<file path="src/design/viu_pkg.sv">
// package for the vectored interrupt unit: offsets, fields, vectors, states
package viu_pkg;
    // register offsets on the plain register port
    localparam logic [3:0] ADDR_CTRL_A = 4'h0;
    localparam logic [3:0] ADDR_CTRL_B = 4'h1;
    localparam logic [3:0] ADDR_MISC = 4'h2;
    localparam logic [3:0] ADDR_STATUS = 4'h3;
    // control register a field positions
    localparam int BIT_MASTER = 0;
    localparam int BIT_EXT_EN = 1;
    localparam int BIT_TA_EN = 2;
    localparam int BIT_THIRD_EN = 3;
    localparam int BIT_EXT_FLAG = 4;
    localparam int BIT_TA_FLAG = 5;
    localparam int BIT_THIRD_FLAG = 6;
    // control register b (tick source in four-source variant)
    localparam int BIT_B_EN = 0;
    localparam int BIT_B_FLAG = 4;
    // edge select field in misc control
    localparam int BIT_EDGE_LO = 6;
    localparam int BIT_EDGE_HI = 7;
    localparam logic [7:0] RESET_BYTE = 8'h00;
    // vectors
    localparam logic [7:0] VEC_EXT = 8'h04;
    localparam logic [7:0] VEC_TA = 8'h08;
    localparam logic [7:0] VEC_THIRD = 8'h0c;
    localparam logic [7:0] VEC_FOURTH = 8'h10;
    // latency figures in instruction cycles
    localparam int WAKE_CYCLES = 3;
    localparam logic [1:0] WAKE_CNT = 2'(WAKE_CYCLES - 1);
    // source index
    localparam int SRC_EXT = 0;
    localparam int SRC_TA = 1;
    localparam int SRC_TB = 2;
    localparam int SRC_TICK = 3;
    localparam int NUM_SRC = 4;

    typedef enum logic [2:0] {
        ST_IDLE = 3'b001,
        ST_WAKE = 3'b010,
        ST_VEC = 3'b100
    } viu_state_type;

    typedef struct packed {
        logic [3:0] addr;
        logic [7:0] wdata;
        logic wr;
        logic rd;
    } viu_bus_type;

    typedef struct packed {
        logic take;
        logic [7:0] vector;
        logic [NUM_SRC-1:0] grant;
    } viu_take_type;
endpackage : viu_pkg

</file>
<file path="src/design/viu_top.sv">
// vectored interrupt unit: flags, masks, priority, vector jump, stack hooks
`timescale 1ns/10ps
`default_nettype none

module viu_top #(
    parameter bit FOUR_SRC = 1'b0,
    parameter int PC_W = 11
) (
    input wire logic CLK_I, // instruction clock
    input wire logic RST_I, // sync reset, active high
    input wire logic [3:0] ADDR_I, // register address
    input wire logic [7:0] WDATA_I, // write data
    input wire logic WR_I, // write strobe
    input wire logic RD_I, // read strobe
    output logic [7:0] RDATA_O, // read data, cycle after strobe
    input wire logic PIN_I, // shared external irq pin
    input wire logic TA_OVF_I, // timer a overflow pulse
    input wire logic TB_OVF_I, // timer b overflow pulse
    input wire logic TICK_I, // time base event pulse
    input wire logic PHASE2_I, // instruction phase two strobe
    input wire logic SLEEP_I, // core in sleep or idle
    input wire logic STACK_FULL_I, // stack full
    input wire logic RETURN_FROM_IRQ_INSTR_I, // return-from-irq executed
    input wire logic [PC_W-1:0] PC_I, // address of next instruction
    output logic PUSH_O, // push pc onto stack
    output logic [PC_W-1:0] PUSH_PC_O, // value to push
    output logic POP_O, // pop pc from stack
    output logic LOAD_O, // load pc with vector
    output logic [PC_W-1:0] VECTOR_O, // vector address
    output logic WAKE_O // wake request for the core
);
    viu_pkg::viu_state_type state, next_state;
    viu_pkg::viu_bus_type bus;
    viu_pkg::viu_take_type tk;
    logic master;
    logic [viu_pkg::NUM_SRC-1:0] en, flag, fire, next_flag, svc_clr;
    logic [7:0] misc;
    logic pin_d;
    logic [1:0] wcnt;
    logic [viu_pkg::NUM_SRC-1:0] pend;
    logic [7:0] vec_r;

    assign bus = '{addr: ADDR_I, wdata: WDATA_I, wr: WR_I, rd: RD_I};

    // =====================================================================
    // edge detect on the external pin
    wire edge_lo = misc[viu_pkg::BIT_EDGE_LO];
    wire edge_hi = misc[viu_pkg::BIT_EDGE_HI];
    wire rise = PIN_I & ~pin_d;
    wire fall = ~PIN_I & pin_d;
    // pin is taken as synchronous; direction bit is software's job
    wire ext_evt = (edge_lo & rise) | (edge_hi & fall);

    // timer b only exists in the four-source build
    wire tb_evt = FOUR_SRC ? TB_OVF_I : 1'b0;
    assign fire = {TICK_I, tb_evt, TA_OVF_I, ext_evt};

    // =====================================================================
    // register decode
    wire wr_a = bus.wr && bus.addr == viu_pkg::ADDR_CTRL_A;
    wire wr_b = bus.wr && bus.addr == viu_pkg::ADDR_CTRL_B;
    wire wr_m = bus.wr && bus.addr == viu_pkg::ADDR_MISC;
    // third slot of reg a is timer b or tick depending on variant
    wire [viu_pkg::NUM_SRC-1:0] w_en_wr = {
        FOUR_SRC ? wr_b : wr_a, FOUR_SRC & wr_a, wr_a, wr_a};
    wire [viu_pkg::NUM_SRC-1:0] w_en_val = {
        FOUR_SRC ? bus.wdata[viu_pkg::BIT_B_EN]
                 : bus.wdata[viu_pkg::BIT_THIRD_EN],
        bus.wdata[viu_pkg::BIT_THIRD_EN],
        bus.wdata[viu_pkg::BIT_TA_EN], bus.wdata[viu_pkg::BIT_EXT_EN]};
    wire [viu_pkg::NUM_SRC-1:0] w_fl_val = {
        FOUR_SRC ? bus.wdata[viu_pkg::BIT_B_FLAG]
                 : bus.wdata[viu_pkg::BIT_THIRD_FLAG],
        bus.wdata[viu_pkg::BIT_THIRD_FLAG],
        bus.wdata[viu_pkg::BIT_TA_FLAG], bus.wdata[viu_pkg::BIT_EXT_FLAG]};

    // =====================================================================
    // per-source flags: event set wins over any clear
    genvar g;
    generate
        for (g = 0; g < viu_pkg::NUM_SRC; g++) begin : g_flag
            always_comb begin
                next_flag[g] = flag[g];
                if (svc_clr[g]) begin
                    next_flag[g] = 1'b0;
                end
                if (w_en_wr[g]) begin
                    next_flag[g] = w_fl_val[g];
                end
                if (fire[g] && en[g]) begin
                    next_flag[g] = 1'b1;
                end
            end
            always_ff @(posedge CLK_I) begin
                if (RST_I) begin
                    flag[g] <= 1'b0;
                    en[g] <= 1'b0;
                end else begin
                    flag[g] <= next_flag[g];
                    if (w_en_wr[g]) begin
                        en[g] <= w_en_val[g];
                    end
                end
            end
        end
    endgenerate

    // =====================================================================
    // priority: lowest index wins, vector steps by four
    assign pend = flag & en & {viu_pkg::NUM_SRC{master}};
    always_comb begin
        tk.grant = '0;
        tk.vector = viu_pkg::RESET_BYTE;
        if (pend[viu_pkg::SRC_EXT]) begin
            tk.grant[viu_pkg::SRC_EXT] = 1'b1;
            tk.vector = viu_pkg::VEC_EXT;
        end else if (pend[viu_pkg::SRC_TA]) begin
            tk.grant[viu_pkg::SRC_TA] = 1'b1;
            tk.vector = viu_pkg::VEC_TA;
        end else if (pend[viu_pkg::SRC_TB]) begin
            tk.grant[viu_pkg::SRC_TB] = 1'b1;
            tk.vector = viu_pkg::VEC_THIRD;
        end else if (pend[viu_pkg::SRC_TICK]) begin
            tk.grant[viu_pkg::SRC_TICK] = 1'b1;
            tk.vector = FOUR_SRC ? viu_pkg::VEC_FOURTH : viu_pkg::VEC_THIRD;
        end
        // stack full holds off any acknowledge
        tk.take = |pend && !STACK_FULL_I;
    end

    // =====================================================================
    // sequencer: sample at phase two, then jump one cycle later; in sleep, take at once and jump three cycles later
    always_comb begin
        next_state = state;
        case (state)
            viu_pkg::ST_IDLE: begin
                if (tk.take && SLEEP_I) begin
                    next_state = viu_pkg::ST_WAKE;
                end else if (tk.take && PHASE2_I) begin
                    next_state = viu_pkg::ST_VEC;
                end
            end
            viu_pkg::ST_WAKE: begin
                if (wcnt == 2'h0) begin
                    next_state = viu_pkg::ST_VEC;
                end
            end
            viu_pkg::ST_VEC: next_state = viu_pkg::ST_IDLE;
            default: next_state = viu_pkg::ST_IDLE;
        endcase
    end

    wire accept = (state == viu_pkg::ST_IDLE) && tk.take &&
                  (PHASE2_I || SLEEP_I);
    // flag and master are cleared as the request is accepted
    assign svc_clr = accept ? tk.grant : '0;

    always_ff @(posedge CLK_I) begin
        if (RST_I) begin
            state <= viu_pkg::ST_IDLE;
            wcnt <= 2'h0;
            vec_r <= viu_pkg::RESET_BYTE;
        end else begin
            state <= next_state;
            if (accept) begin
                vec_r <= tk.vector;
                wcnt <= viu_pkg::WAKE_CNT - 2'h1;
            end else if (wcnt != 2'h0) begin
                wcnt <= wcnt - 2'h1;
            end
        end
    end

    // master enable: software sets it again to nest
    always_ff @(posedge CLK_I) begin
        if (RST_I) begin
            master <= 1'b0;
        end else if (accept) begin
            master <= 1'b0;
        end else if (wr_a) begin
            master <= bus.wdata[viu_pkg::BIT_MASTER];
        end
    end

    always_ff @(posedge CLK_I) begin
        if (RST_I) begin
            misc <= viu_pkg::RESET_BYTE;
            pin_d <= 1'b0;
        end else begin
            pin_d <= PIN_I;
            if (wr_m) begin
                misc <= bus.wdata;
            end
        end
    end

    // =====================================================================
    // stack and pc hooks
    assign LOAD_O = state == viu_pkg::ST_VEC;
    assign PUSH_O = LOAD_O;
    assign PUSH_PC_O = PC_I;
    assign VECTOR_O = PC_W'(vec_r);
    assign POP_O = RETURN_FROM_IRQ_INSTR_I;
    // any latched enabled request wakes, master enable or not
    assign WAKE_O = |(flag & en);

    // =====================================================================
    // read-back
    wire [7:0] reg_a = {1'b0,
        FOUR_SRC ? flag[viu_pkg::SRC_TB] : flag[viu_pkg::SRC_TICK],
        flag[viu_pkg::SRC_TA], flag[viu_pkg::SRC_EXT],
        FOUR_SRC ? en[viu_pkg::SRC_TB] : en[viu_pkg::SRC_TICK],
        en[viu_pkg::SRC_TA], en[viu_pkg::SRC_EXT], master};
    wire [7:0] reg_b = FOUR_SRC ? {3'h0, flag[viu_pkg::SRC_TICK], 3'h0,
        en[viu_pkg::SRC_TICK]} : 8'h00;
    wire [7:0] reg_s = {5'h0, state};
    wire [7:0] rd_mux = (bus.addr == viu_pkg::ADDR_CTRL_A) ? reg_a :
                        (bus.addr == viu_pkg::ADDR_CTRL_B) ? reg_b :
                        (bus.addr == viu_pkg::ADDR_MISC) ? misc :
                        (bus.addr == viu_pkg::ADDR_STATUS) ? reg_s : 8'h00;

    always_ff @(posedge CLK_I) begin
        if (RST_I) begin
            RDATA_O <= 8'h00;
        end else begin
            RDATA_O <= bus.rd ? rd_mux : 8'h00;
        end
    end
endmodule : viu_top

`default_nettype wire

</file>
<file path="config.mk">
export PLATFORM = sky130hd
export DESIGN_NAME = viu_top
export DESIGN_NICKNAME = d
export VERILOG_FILES = /design/src/design/viu_pkg.sv /design/src/design/viu_top.sv
export SDC_FILE = /design/constraint.sdc
export NUM_CORES = 1
export LEC_CHECK = 0
export ABC_AREA = 0
export BUFFER_PORTS_ARGS = -buffer_cell sky130_fd_sc_hd__buf_2
export CORE_ASPECT_RATIO = 2
export CORE_MARGIN = 2
export CORE_UTILIZATION = 46
export CTS_BUF_LIST = sky130_fd_sc_hd__clkbuf_16
export DETAILED_ROUTE_END_ITERATION = 12
export PLACE_DENSITY = 0.86
export SLEW_MARGIN = 20
export SYNTH_ARGS = -nofsm -noshare
export SYNTH_HDL_FRONTEND = slang
export SYNTH_SLANG_ARGS = --single-unit
</file>
<file path="constraint.sdc">
create_clock -name CLK_I -period 2.3 [get_ports CLK_I]
set_clock_uncertainty 0.1 [all_clocks]
set_input_delay 0.345 -clock CLK_I [delete_from_list [all_inputs] [get_ports CLK_I]]
set_output_delay 0.345 -clock CLK_I [all_outputs]
set_load 0.02 [all_outputs]
</file>
==> run summary, run 1 <==
### Finish
* 23.30% — fraction of layout cells with a size suffix above 1
* 0 — number of inserted diodes
* 13.57% — Syn-to-layout area delta
* 723.2 sq um — total area of multi-input combinational cells
* 620.6 sq um — sequential cell area in the final layout
* 304 — number of fill cells
* 241 — number of nets in the layout

### STA
* false — unrepaired setup endpoints after global routing
* 1.857 ns — Period minus WS final
* 0 ns — setup TNS
* 0 — final hold violations
* 0.5853 ns — worst slew pin tran
* 0 — number of setup violations in the final report
* 0.5386 GHz — fmax
* 0.2162 ns — worst hold slack after final layout
* 80.72% — fin crit share
* 60.88% — Slew Limit Headroom
* 0 — count of final max-slew check failures

### Synth
* 0 — YS warnings
* 40.56% — sequential element share of the synthesized area
* 0.001530 sq mm — combined area of all synthesized cells
* 39 — Unique masters post-synth
* 8.454 sq um — Mapped Avg Cell Area
* 181 — number of cells produced by synthesis
* 31 — Synth Register Bits
* 0 — count of flip-flops with a built-in enable after synthesis
* dfxtp_1 — Main synth FF type
* 0% — async set-or-reset flop fraction in the synthesized netlist

### Critical path
* 4 — worst reg2reg path depth
* buffers and inverters — category of cells accounting for the largest share of critical-path delay
* 6 — critical path fanouts, max
* output port — Worst Setup End Kind
* state[0] — Reg2Reg Launch Point
* a222oi_1 -> buf_4 -> inv_1 -> buf_2 — crit-path cells
* 1.41 ns — Critical Path AT
* 0.51 ns — worst reg-to-reg setup slack
* 0.38 ns — peak per-stage delay on the critical path
* 1.86 ns — required time of the critical path
* dfxtp_1 — CP max-delay cell
* 3 — number of buffer and inverter instances along the worst setup path
* flop to output port — Worst Path Class, Setup
* flop — critical path launch point type
* flag[1] — end of the worst register-to-register path
* en[3] — launch point of the critical path

### Drt
* 0 — count of nets left with antenna violations after detail routing
* 27 — Iteration-0 DRC Markers
* 5.426 — Via-to-Cell Ratio
* 3.424 mm — Detailed Route WL
* 1286 — Vias
* 0 — DRC violations left
* 14.45 microns — average wire length per cell after detail routing
* 4 — Detailed Routing Iterations Pass 1

### Floorplanning
* 85.57 microns — die span in y
* 0.003193 sq mm — core region area
* 0.003832 sq mm — Die Outline Area
* 29 — Std-Cell Rows
* 47.92% — starting density of the core
* 69 — num ports
* 44.79 microns — Die Wd

### Power and ir drop
* 1.314 mW — Tot Pwr
* 755.9 mW/mm^2 — pwr/cell area
* 0.7176 nW — static leakage
* 0.5348 mV — worst ir drop on vdd

### Clock tree
* 2 — Clock Path Buffers
* 0.28 ns — clock latency reported for the late side of the worst-skew pair
* 5 — number of CTS-inserted buffers
* 0 — setup bufs post-CTS
* done — TritonCTS clock tree
* 2 — CTS H-tree lvls
* 31 — total clock sinks
* clkbuf_16 — CTS root buf
* 0.05 ns — Worst-path clk slew
* 0 — hold bufs inserted after CTS
* 0 — number of gates given a new drive strength after cts

### Global route
* 24 — maximum number of pins on one net before global-route repair
* 19.88% — GRT Util Overall
* 0 — grt ovf
* 0 — antenna violations before repair
* 1302 — number of global-route vias before repair
* 5.540 mm — global-route wire length before repair

### Min path
* 2 — hold path depth
* PIN_I — hold_sp
* pin_d — endpoint of the worst hold path
* input pin to flop — HP Class

### Run status
* finished clean — run status

### Placement
* 2.490 mm — estimated wirelength of the detail-placed design
* 34 — number of buffers added on ports
* 0.8377 — GP Congestion

### Flow run
* 0 — number of maximum-capacitance constraint violations

## metal layers
metal / routed length [microns] / track usage [%] / vias to the layer above / part of all wire [%]
met5: 0 / 0 / - / 0
met4: 140 / 15.51 / 0 / 4.1
met3: 237 / 4.632 / 15 / 6.9
met2: 1933 / 34.91 / 58 / 56
met1: 1113 / 18.22 / 571 / 33
li1: - / - / 642 / -
## Yosys cell counts, types with 2 or more instances
cell       n  area share, %
buf_2      2           0.65
dfxtp_1   31             41
a21oi_1   15            4.9
mux2i_1    9            5.9
clkbuf_1   4           0.98
inv_1      7            1.7
o21ai_0    3           0.98
nor3_1     4            1.3
nand2b_1   2           0.82
nor2b_1    2           0.82
nand3_1    8            2.6
a32oi_1    2            1.1
nor2_1    20            4.9
nand2_1   21            5.2
a31oi_1    3            1.2
buf_4     22             11
a22oi_1    3            1.5
and2b_1    2           0.98
## cell families (layout without fill, tap and decap cells)
kind of cell	count (synthesis)	count (layout)	synth area share, %
and+or+nand+nor	71	71	24.20
DFF	31	31	40.56
xor gates and xnor gates	1	1	0.5725
AOI/OAI and AO/OA	32	32	13.57
other	1	9	0.2451
buffers and inverters	35	52	14.15
adders and majority gates	1	1	0.8175
muxes	9	9	5.887
## where the power goes
part / switching [mW] / total [mW] / internal (mW)
combinational: 0.0835 / 0.140 / 0.0569
clock: 0.220 / 0.608 / 0.388
sequential: 0.0106 / 0.565 / 0.555
total: 0.314 / 1.31 / 1.00
## stage by stage
stage	std cells	area (sq um)	worst slack (ns)	utilization, %
CTS	237	1738	0.4436	54.43
global route	237	1738	0.3945	54.43
global placement	229	1602	0.5015	50.16
detailed placement	229	1602	0.4647	50.16
finish	237	1738	0.4434	54.43
floorplan	189	1560	0.6205	-
## worst max-delay path by stage
stage                  end  slack (ns)  cells after the start
floorplan           PUSH_O        0.62                      2
global placement    master        0.50                      5
detailed placement  master        0.46                      5
CTS                 WAKE_O        0.44                      4
global route        WAKE_O        0.39                      4
finish              WAKE_O        0.44                      4
## cells in the final DEF (no fill, tap or decap), types with 2 or more instances in the layout
cell,n
buf_2,34
dfxtp_1,31
nand2_1,21
nor2_1,20
a21oi_1,15
mux2i_1,9
conb_1,9
inv_1,8
nand3_1,8
clkbuf_16,5
nor3_1,4
a31oi_1,3
o21ai_0,3
a22oi_1,3
buf_4,3
nand2b_1,2
and2b_1,2
a32oi_1,2
nor2b_1,2
clkinv_1,2
## area by class of cell
cell class                 count  share of cell area, %
sequential                    31                  35.71
tap                           31                  2.232
multi-input combinational    123                  41.61
timing repair buffer          37                  11.09
inverter                       7                  1.512
clock inverter                 3                 0.6479
clock buffer                   5                  7.199
## flip-flops by register name (all words and copies together) (netlist names)
| signal | flops |
|---|---|
| flag | 3 |
| RDATA_O | 8 |
| state | 3 |
| vec_r | 2 |
| pin_d | 1 |
| misc | 8 |
| wcnt | 2 |
| master | 1 |
| en | 3 |
Note: power is estimated with default switching activity, not from simulation.
==> run 2, diff against run 1 <==
Settings changed: ABC_AREA 0 to 1, CORE_UTILIZATION 46 to 42, PLACE_DENSITY 0.86 to 0.83.
Clock period 2.3 ns to 1.7 ns, I/O delays scaled along.
==> run summary, run 2 <==
### Drt
* 0 — DRC violations left
* 1302 — Vias
* 4.650 — Via-to-Cell Ratio
* 3.181 mm — Detailed Route WL
* 4 — Detailed Routing Iterations Pass 1
* 0 — count of nets left with antenna violations after detail routing
* 11.36 microns — average wire length per cell after detail routing
* 19 — Iteration-0 DRC Markers

### Clock tree
* 31 — total clock sinks
* 5 — number of CTS-inserted buffers
* done — TritonCTS clock tree
* 0.05 ns — Worst-path clk slew
* 0 — number of gates given a new drive strength after cts
* 0 — hold bufs inserted after CTS
* 2 — CTS H-tree lvls
* clkbuf_16 — CTS root buf
* 0.28 ns — clock latency reported for the late side of the worst-skew pair
* 0 — setup bufs post-CTS
* 2 — Clock Path Buffers

### Critical path
* flop to output port — Worst Path Class, Setup
* 1.34 ns — required time of the critical path
* flop — critical path launch point type
* 0.38 ns — peak per-stage delay on the critical path
* dfxtp_1 — CP max-delay cell
* 1.10 ns — Critical Path AT
* 4 — critical path fanouts, max
* nand2_1 -> nand3_2 -> buf_2 — crit-path cells
* output port — Worst Setup End Kind
* flip-flops — category of cells accounting for the largest share of critical-path delay
* 1 — number of buffer and inverter instances along the worst setup path

### Synth
* 14.90% — share of the synthesized area in compound gates (AO/OA/AOI/OAI)
* simple AND/OR/NAND/NOR gates — combinational family with the most area after synthesis
* 7.623 sq um — Mapped Avg Cell Area
* inv_1 — cell with the most instances after synthesis
* 31 — Synth Register Bits
* dfxtp_1, buf_4, inv_1, nand2_1, a21oi_1 — top cells by area in the synthesized netlist
* 0 — YS warnings
* 0 — count of flip-flops with a built-in enable after synthesis
* 0.5578% — post-synthesis xor/xnor area fraction
* 0% — multiplexer fraction of the synthesized cell area
* dfxtp_1 — Main synth FF type
* 39.52% — Yosys top cell area share
* dfxtp_1 — post-synth top area cell
* 0.001570 sq mm — combined area of all synthesized cells
* 29 — Unique masters post-synth
* inv_1, dfxtp_1, nand2_1 — Post-synth top cells
* 206 — number of cells produced by synthesis
* 24.22% — fraction of the mapped netlist area in simple logic gates
* 0.7968% — post-synthesis adder-cell area fraction
* 0% — async set-or-reset flop fraction in the synthesized netlist
* 39.52% — sequential element share of the synthesized area

### Placement
* 273 — placed cell count
* 0.3147 ns — pre-CTS setup slack
* 34 — number of buffers added on ports
* 0.001653 sq mm — Post-Place Cell Area
* 0.8284 — GP Congestion
* 2.503 mm — estimated wirelength of the detail-placed design

### Flow run
* 0 — number of maximum-capacitance constraint violations

### Floorplanning
* 31 — Std-Cell Rows
* 69 — num ports
* 0.003607 sq mm — core region area
* 47.24 microns — Die Wd
* 43.53% — starting density of the core
* 0.004273 sq mm — Die Outline Area
* 90.47 microns — die span in y

### STA
* 1.453 ns — Period minus WS final
* 0 — number of setup violations in the final report
* 0.1117 ns — worst hold slack after final layout
* 0 ns — setup TNS
* 0 — final hold violations
* 0.2472 ns — post-route worst setup slack
* 0 — count of final max-slew check failures
* false — unrepaired setup endpoints after global routing
* 0.6883 GHz — fmax
* 85.46% — fin crit share

### Finish
* 267 — number of nets in the layout
* RDATA_O (8), misc (8) — top flop regs
* 280 — non-filler instance count after layout
* 49.53% — post-layout utilization of the core
* buf_2, inv_1, dfxtp_1, nand2_1, a21oi_1 — most used cells in the layout excluding fill and tap cells
* 13.78% — Syn-to-layout area delta
* 0 — number of inserted diodes
* 0.001787 sq mm — Post-Layout Inst Area
* buf_2 — most frequent standard cell in the layout excluding fill and tap cells
* 24.68% — fraction of layout cells with a size suffix above 1
* 345 — number of fill cells

### Global route
* 1263 — number of global-route vias before repair
* 0 — grt ovf
* 17 — maximum number of pins on one net before global-route repair
* 0 — antenna violations before repair
* 17.35% — GRT Util Overall
* 5.340 mm — global-route wire length before repair

### Min path
* input pin to flop — HP Class

### Run status
* finished clean — run status

### Power and ir drop
* 1.796 mW — Tot Pwr
* 0.8455 nW — static leakage
* 1005 mW/mm^2 — pwr/cell area
* 0.4445 mV — worst ir drop on vdd

==> run 2: worst paths after layout <==
check / start / end / slack [ns] / cells past startpoint
max: en[0] / WAKE_O / 0.25 / 3
min: PIN_I / pin_d / 0.11 / 3
max reg2reg: en[0] / vec_r[3] / 0.33 / 6
min reg2reg: misc[5] / misc[5] / 0.35 / 2
==> run 2: cell type report <==
cell class	count	area (sq um)	area share, %
timing repair buffer	35	177.7	9.944
inverter	33	123.9	6.933
tap	49	61.31	3.431
multi-input combinational	125	669.4	37.47
clock buffer	5	125.1	7.003
sequential	31	620.6	34.73
clock inverter	2	8.758	0.4902
==> run 2: cell families after synthesis <==
group,after synthesis
fa+ha+maj,1
compound gates,43
flops,31
xor+xnor,1
other cells,1
buf+inv,58
simple gates,71
==> run 2: per-layer routing <==
layer  up-vias  share of wire, %  global-route usage (%)
li1        672                 -                       -
met1       580                35                   16.10
met2        41                57                   30.52
met3         9               5.3                   3.600
met4         0               3.1                   11.11
met5         -                 0                       0
==> run 2: report_power, final <==
group          leakage, nW  switching, mW  internal, mW
logic                0.527          0.128        0.0733
clock network       0.0671          0.299         0.524
registers            0.251         0.0153         0.756
total                0.846          0.442          1.35
==> run 2: worst reg2reg max path, stage by stage (launching register included) <==
cell and delay (ns):
dfxtp_1 0.38, nand2_1 0.14, nand3_2 0.13, nand3_2 0.11
nor2_4 0.16, nand2_1 0.09, nor3b_2 0.15
==> run 3, diff against run 2 <==
Settings changed: HOLD_SLACK_MARGIN from default to 0.02, RECOVER_POWER from default to 25.
==> run summary, run 3 (synthesis gave the netlist of run 2 again) <==
### Finish
* 620.6 sq um — sequential cell area in the final layout
* 669.4 sq um — total area of multi-input combinational cells
* 267 — number of nets in the layout
* buf_2 — most frequent standard cell in the layout excluding fill and tap cells
* 24.24% — fraction of layout cells with a size suffix above 1
* 0 — number of inserted diodes
* buf_2, inv_1, dfxtp_1, nand2_1, a21oi_1 — most used cells in the layout excluding fill and tap cells
* 13.71% — Syn-to-layout area delta
* RDATA_O (8), misc (8) — top flop regs
* 344 — number of fill cells

### STA
* false — unrepaired setup endpoints after global routing
* 85.48% — fin crit share
* 0 ns — setup TNS
* 63.99% — Slew Limit Headroom
* 0 — final hold violations
* 0.5401 ns — worst slew pin tran
* 0 — count of final max-slew check failures
* 1.453 ns — Period minus WS final
* 0.6882 GHz — fmax
* 0.2469 ns — post-route worst setup slack
* 0 — number of setup violations in the final report

### Global route
* 5.340 mm — global-route wire length before repair
* 0 — grt ovf
* 0 — antenna violations before repair
* 1263 — number of global-route vias before repair
* 17 — maximum number of pins on one net before global-route repair
* 17.35% — GRT Util Overall

### Clock tree
* 0 — setup bufs post-CTS
* 0 — hold bufs inserted after CTS
* 0.05 ns — Worst-path clk slew
* done — TritonCTS clock tree
* 2 — Clock Path Buffers
* 0.28 ns — clock latency reported for the late side of the worst-skew pair
* 0 — number of gates given a new drive strength after cts
* 2 — CTS H-tree lvls
* 31 — total clock sinks
* clkbuf_16 — CTS root buf
* 5 — number of CTS-inserted buffers

### Critical path
* 4 — critical path fanouts, max
* 1.10 ns — Critical Path AT
* 1.34 ns — required time of the critical path
* output port — Worst Setup End Kind
* flop — critical path launch point type
* flop to output port — Worst Path Class, Setup

### Floorplanning
* 69 — num ports
* 0.004273 sq mm — Die Outline Area
* 90.47 microns — die span in y
* 31 — Std-Cell Rows
* 47.24 microns — Die Wd
* 43.53% — starting density of the core
* 0.003607 sq mm — core region area

### Drt
* 11.36 microns — average wire length per cell after detail routing
* 4 — Detailed Routing Iterations Pass 1
* 4.654 — Via-to-Cell Ratio
* 1303 — Vias
* 0 — count of nets left with antenna violations after detail routing
* 3.182 mm — Detailed Route WL
* 0 — DRC violations left
* 19 — Iteration-0 DRC Markers

### Placement
* 2.503 mm — estimated wirelength of the detail-placed design
* 34 — number of buffers added on ports
* 0.3147 ns — pre-CTS setup slack
* 0.8284 — GP Congestion

### Min path
* input pin to flop — HP Class

### Power and ir drop
* 1005 mW/mm^2 — pwr/cell area
* 0.8428 nW — static leakage
* 0.4425 mV — worst ir drop on vdd

### Run status
* finished clean — run status

### Flow run
* 0 — number of maximum-capacitance constraint violations

run 3: changes by cell type in the layout (fill, tap and decap cells not counted), sizes merged:
cell and delta:
clkbuf +1, buf -1
run 3: worst max-delay path, cell delays in order, from the launching register on:
cell and delay, ns:
dfxtp_1 0.38, nand2_1 0.14, nand3_2 0.13, buf_2 0.18
run 3: per-stage QoR:
step                      area, sq um  hold slack (ns)  power, mW  cells  util (%)
after floorplan                  1600           0.2620     0.9806    214         -
after global placement           1653           0.3310     0.9777    273     45.82
after detailed placement         1653           0.3362     0.9874    273     45.82
after CTS                        1787           0.1107      1.804    280     49.53
after global routing             1785           0.1349      1.867    280     49.50
final                            1785           0.1130      1.795    280     49.50
run 3: worst paths after layout:
| path | slack (ns) | start | to | depth (start not counted) |
|---|---|---|---|---|
| worst max register to register | 0.31 | en[0] | vec_r[3] | 6 |
| worst min-delay path | 0.11 | PIN_I | pin_d | 3 |
| worst max-delay path | 0.25 | en[0] | WAKE_O | 3 |
| worst min register to register | 0.35 | misc[5] | misc[5] | 2 |
run 3: layer usage:
layer | share of wire (%) | global-route usage, %
met5 | 0 | 0
met4 | 3.1 | 11.11
met3 | 5.3 | 3.600
met2 | 57 | 30.52
met1 | 35 | 16.10
run 3: final cells by class:
cell class                 count  share of cell area [%]
clock inverter                 2                  0.4905
sequential                    31                   34.76
clock buffer                   5                   7.008
inverter                      33                   6.938
timing repair buffer          35                   9.881
tap                           49                   3.434
multi-input combinational    125                   37.49
run 3: power by group:
group	leakage, nW	switching, mW	internal (mW)
registers	0.251	0.0153	0.756
clock network	0.0671	0.298	0.524
logic	0.525	0.128	0.0729
total	0.843	0.441	1.35
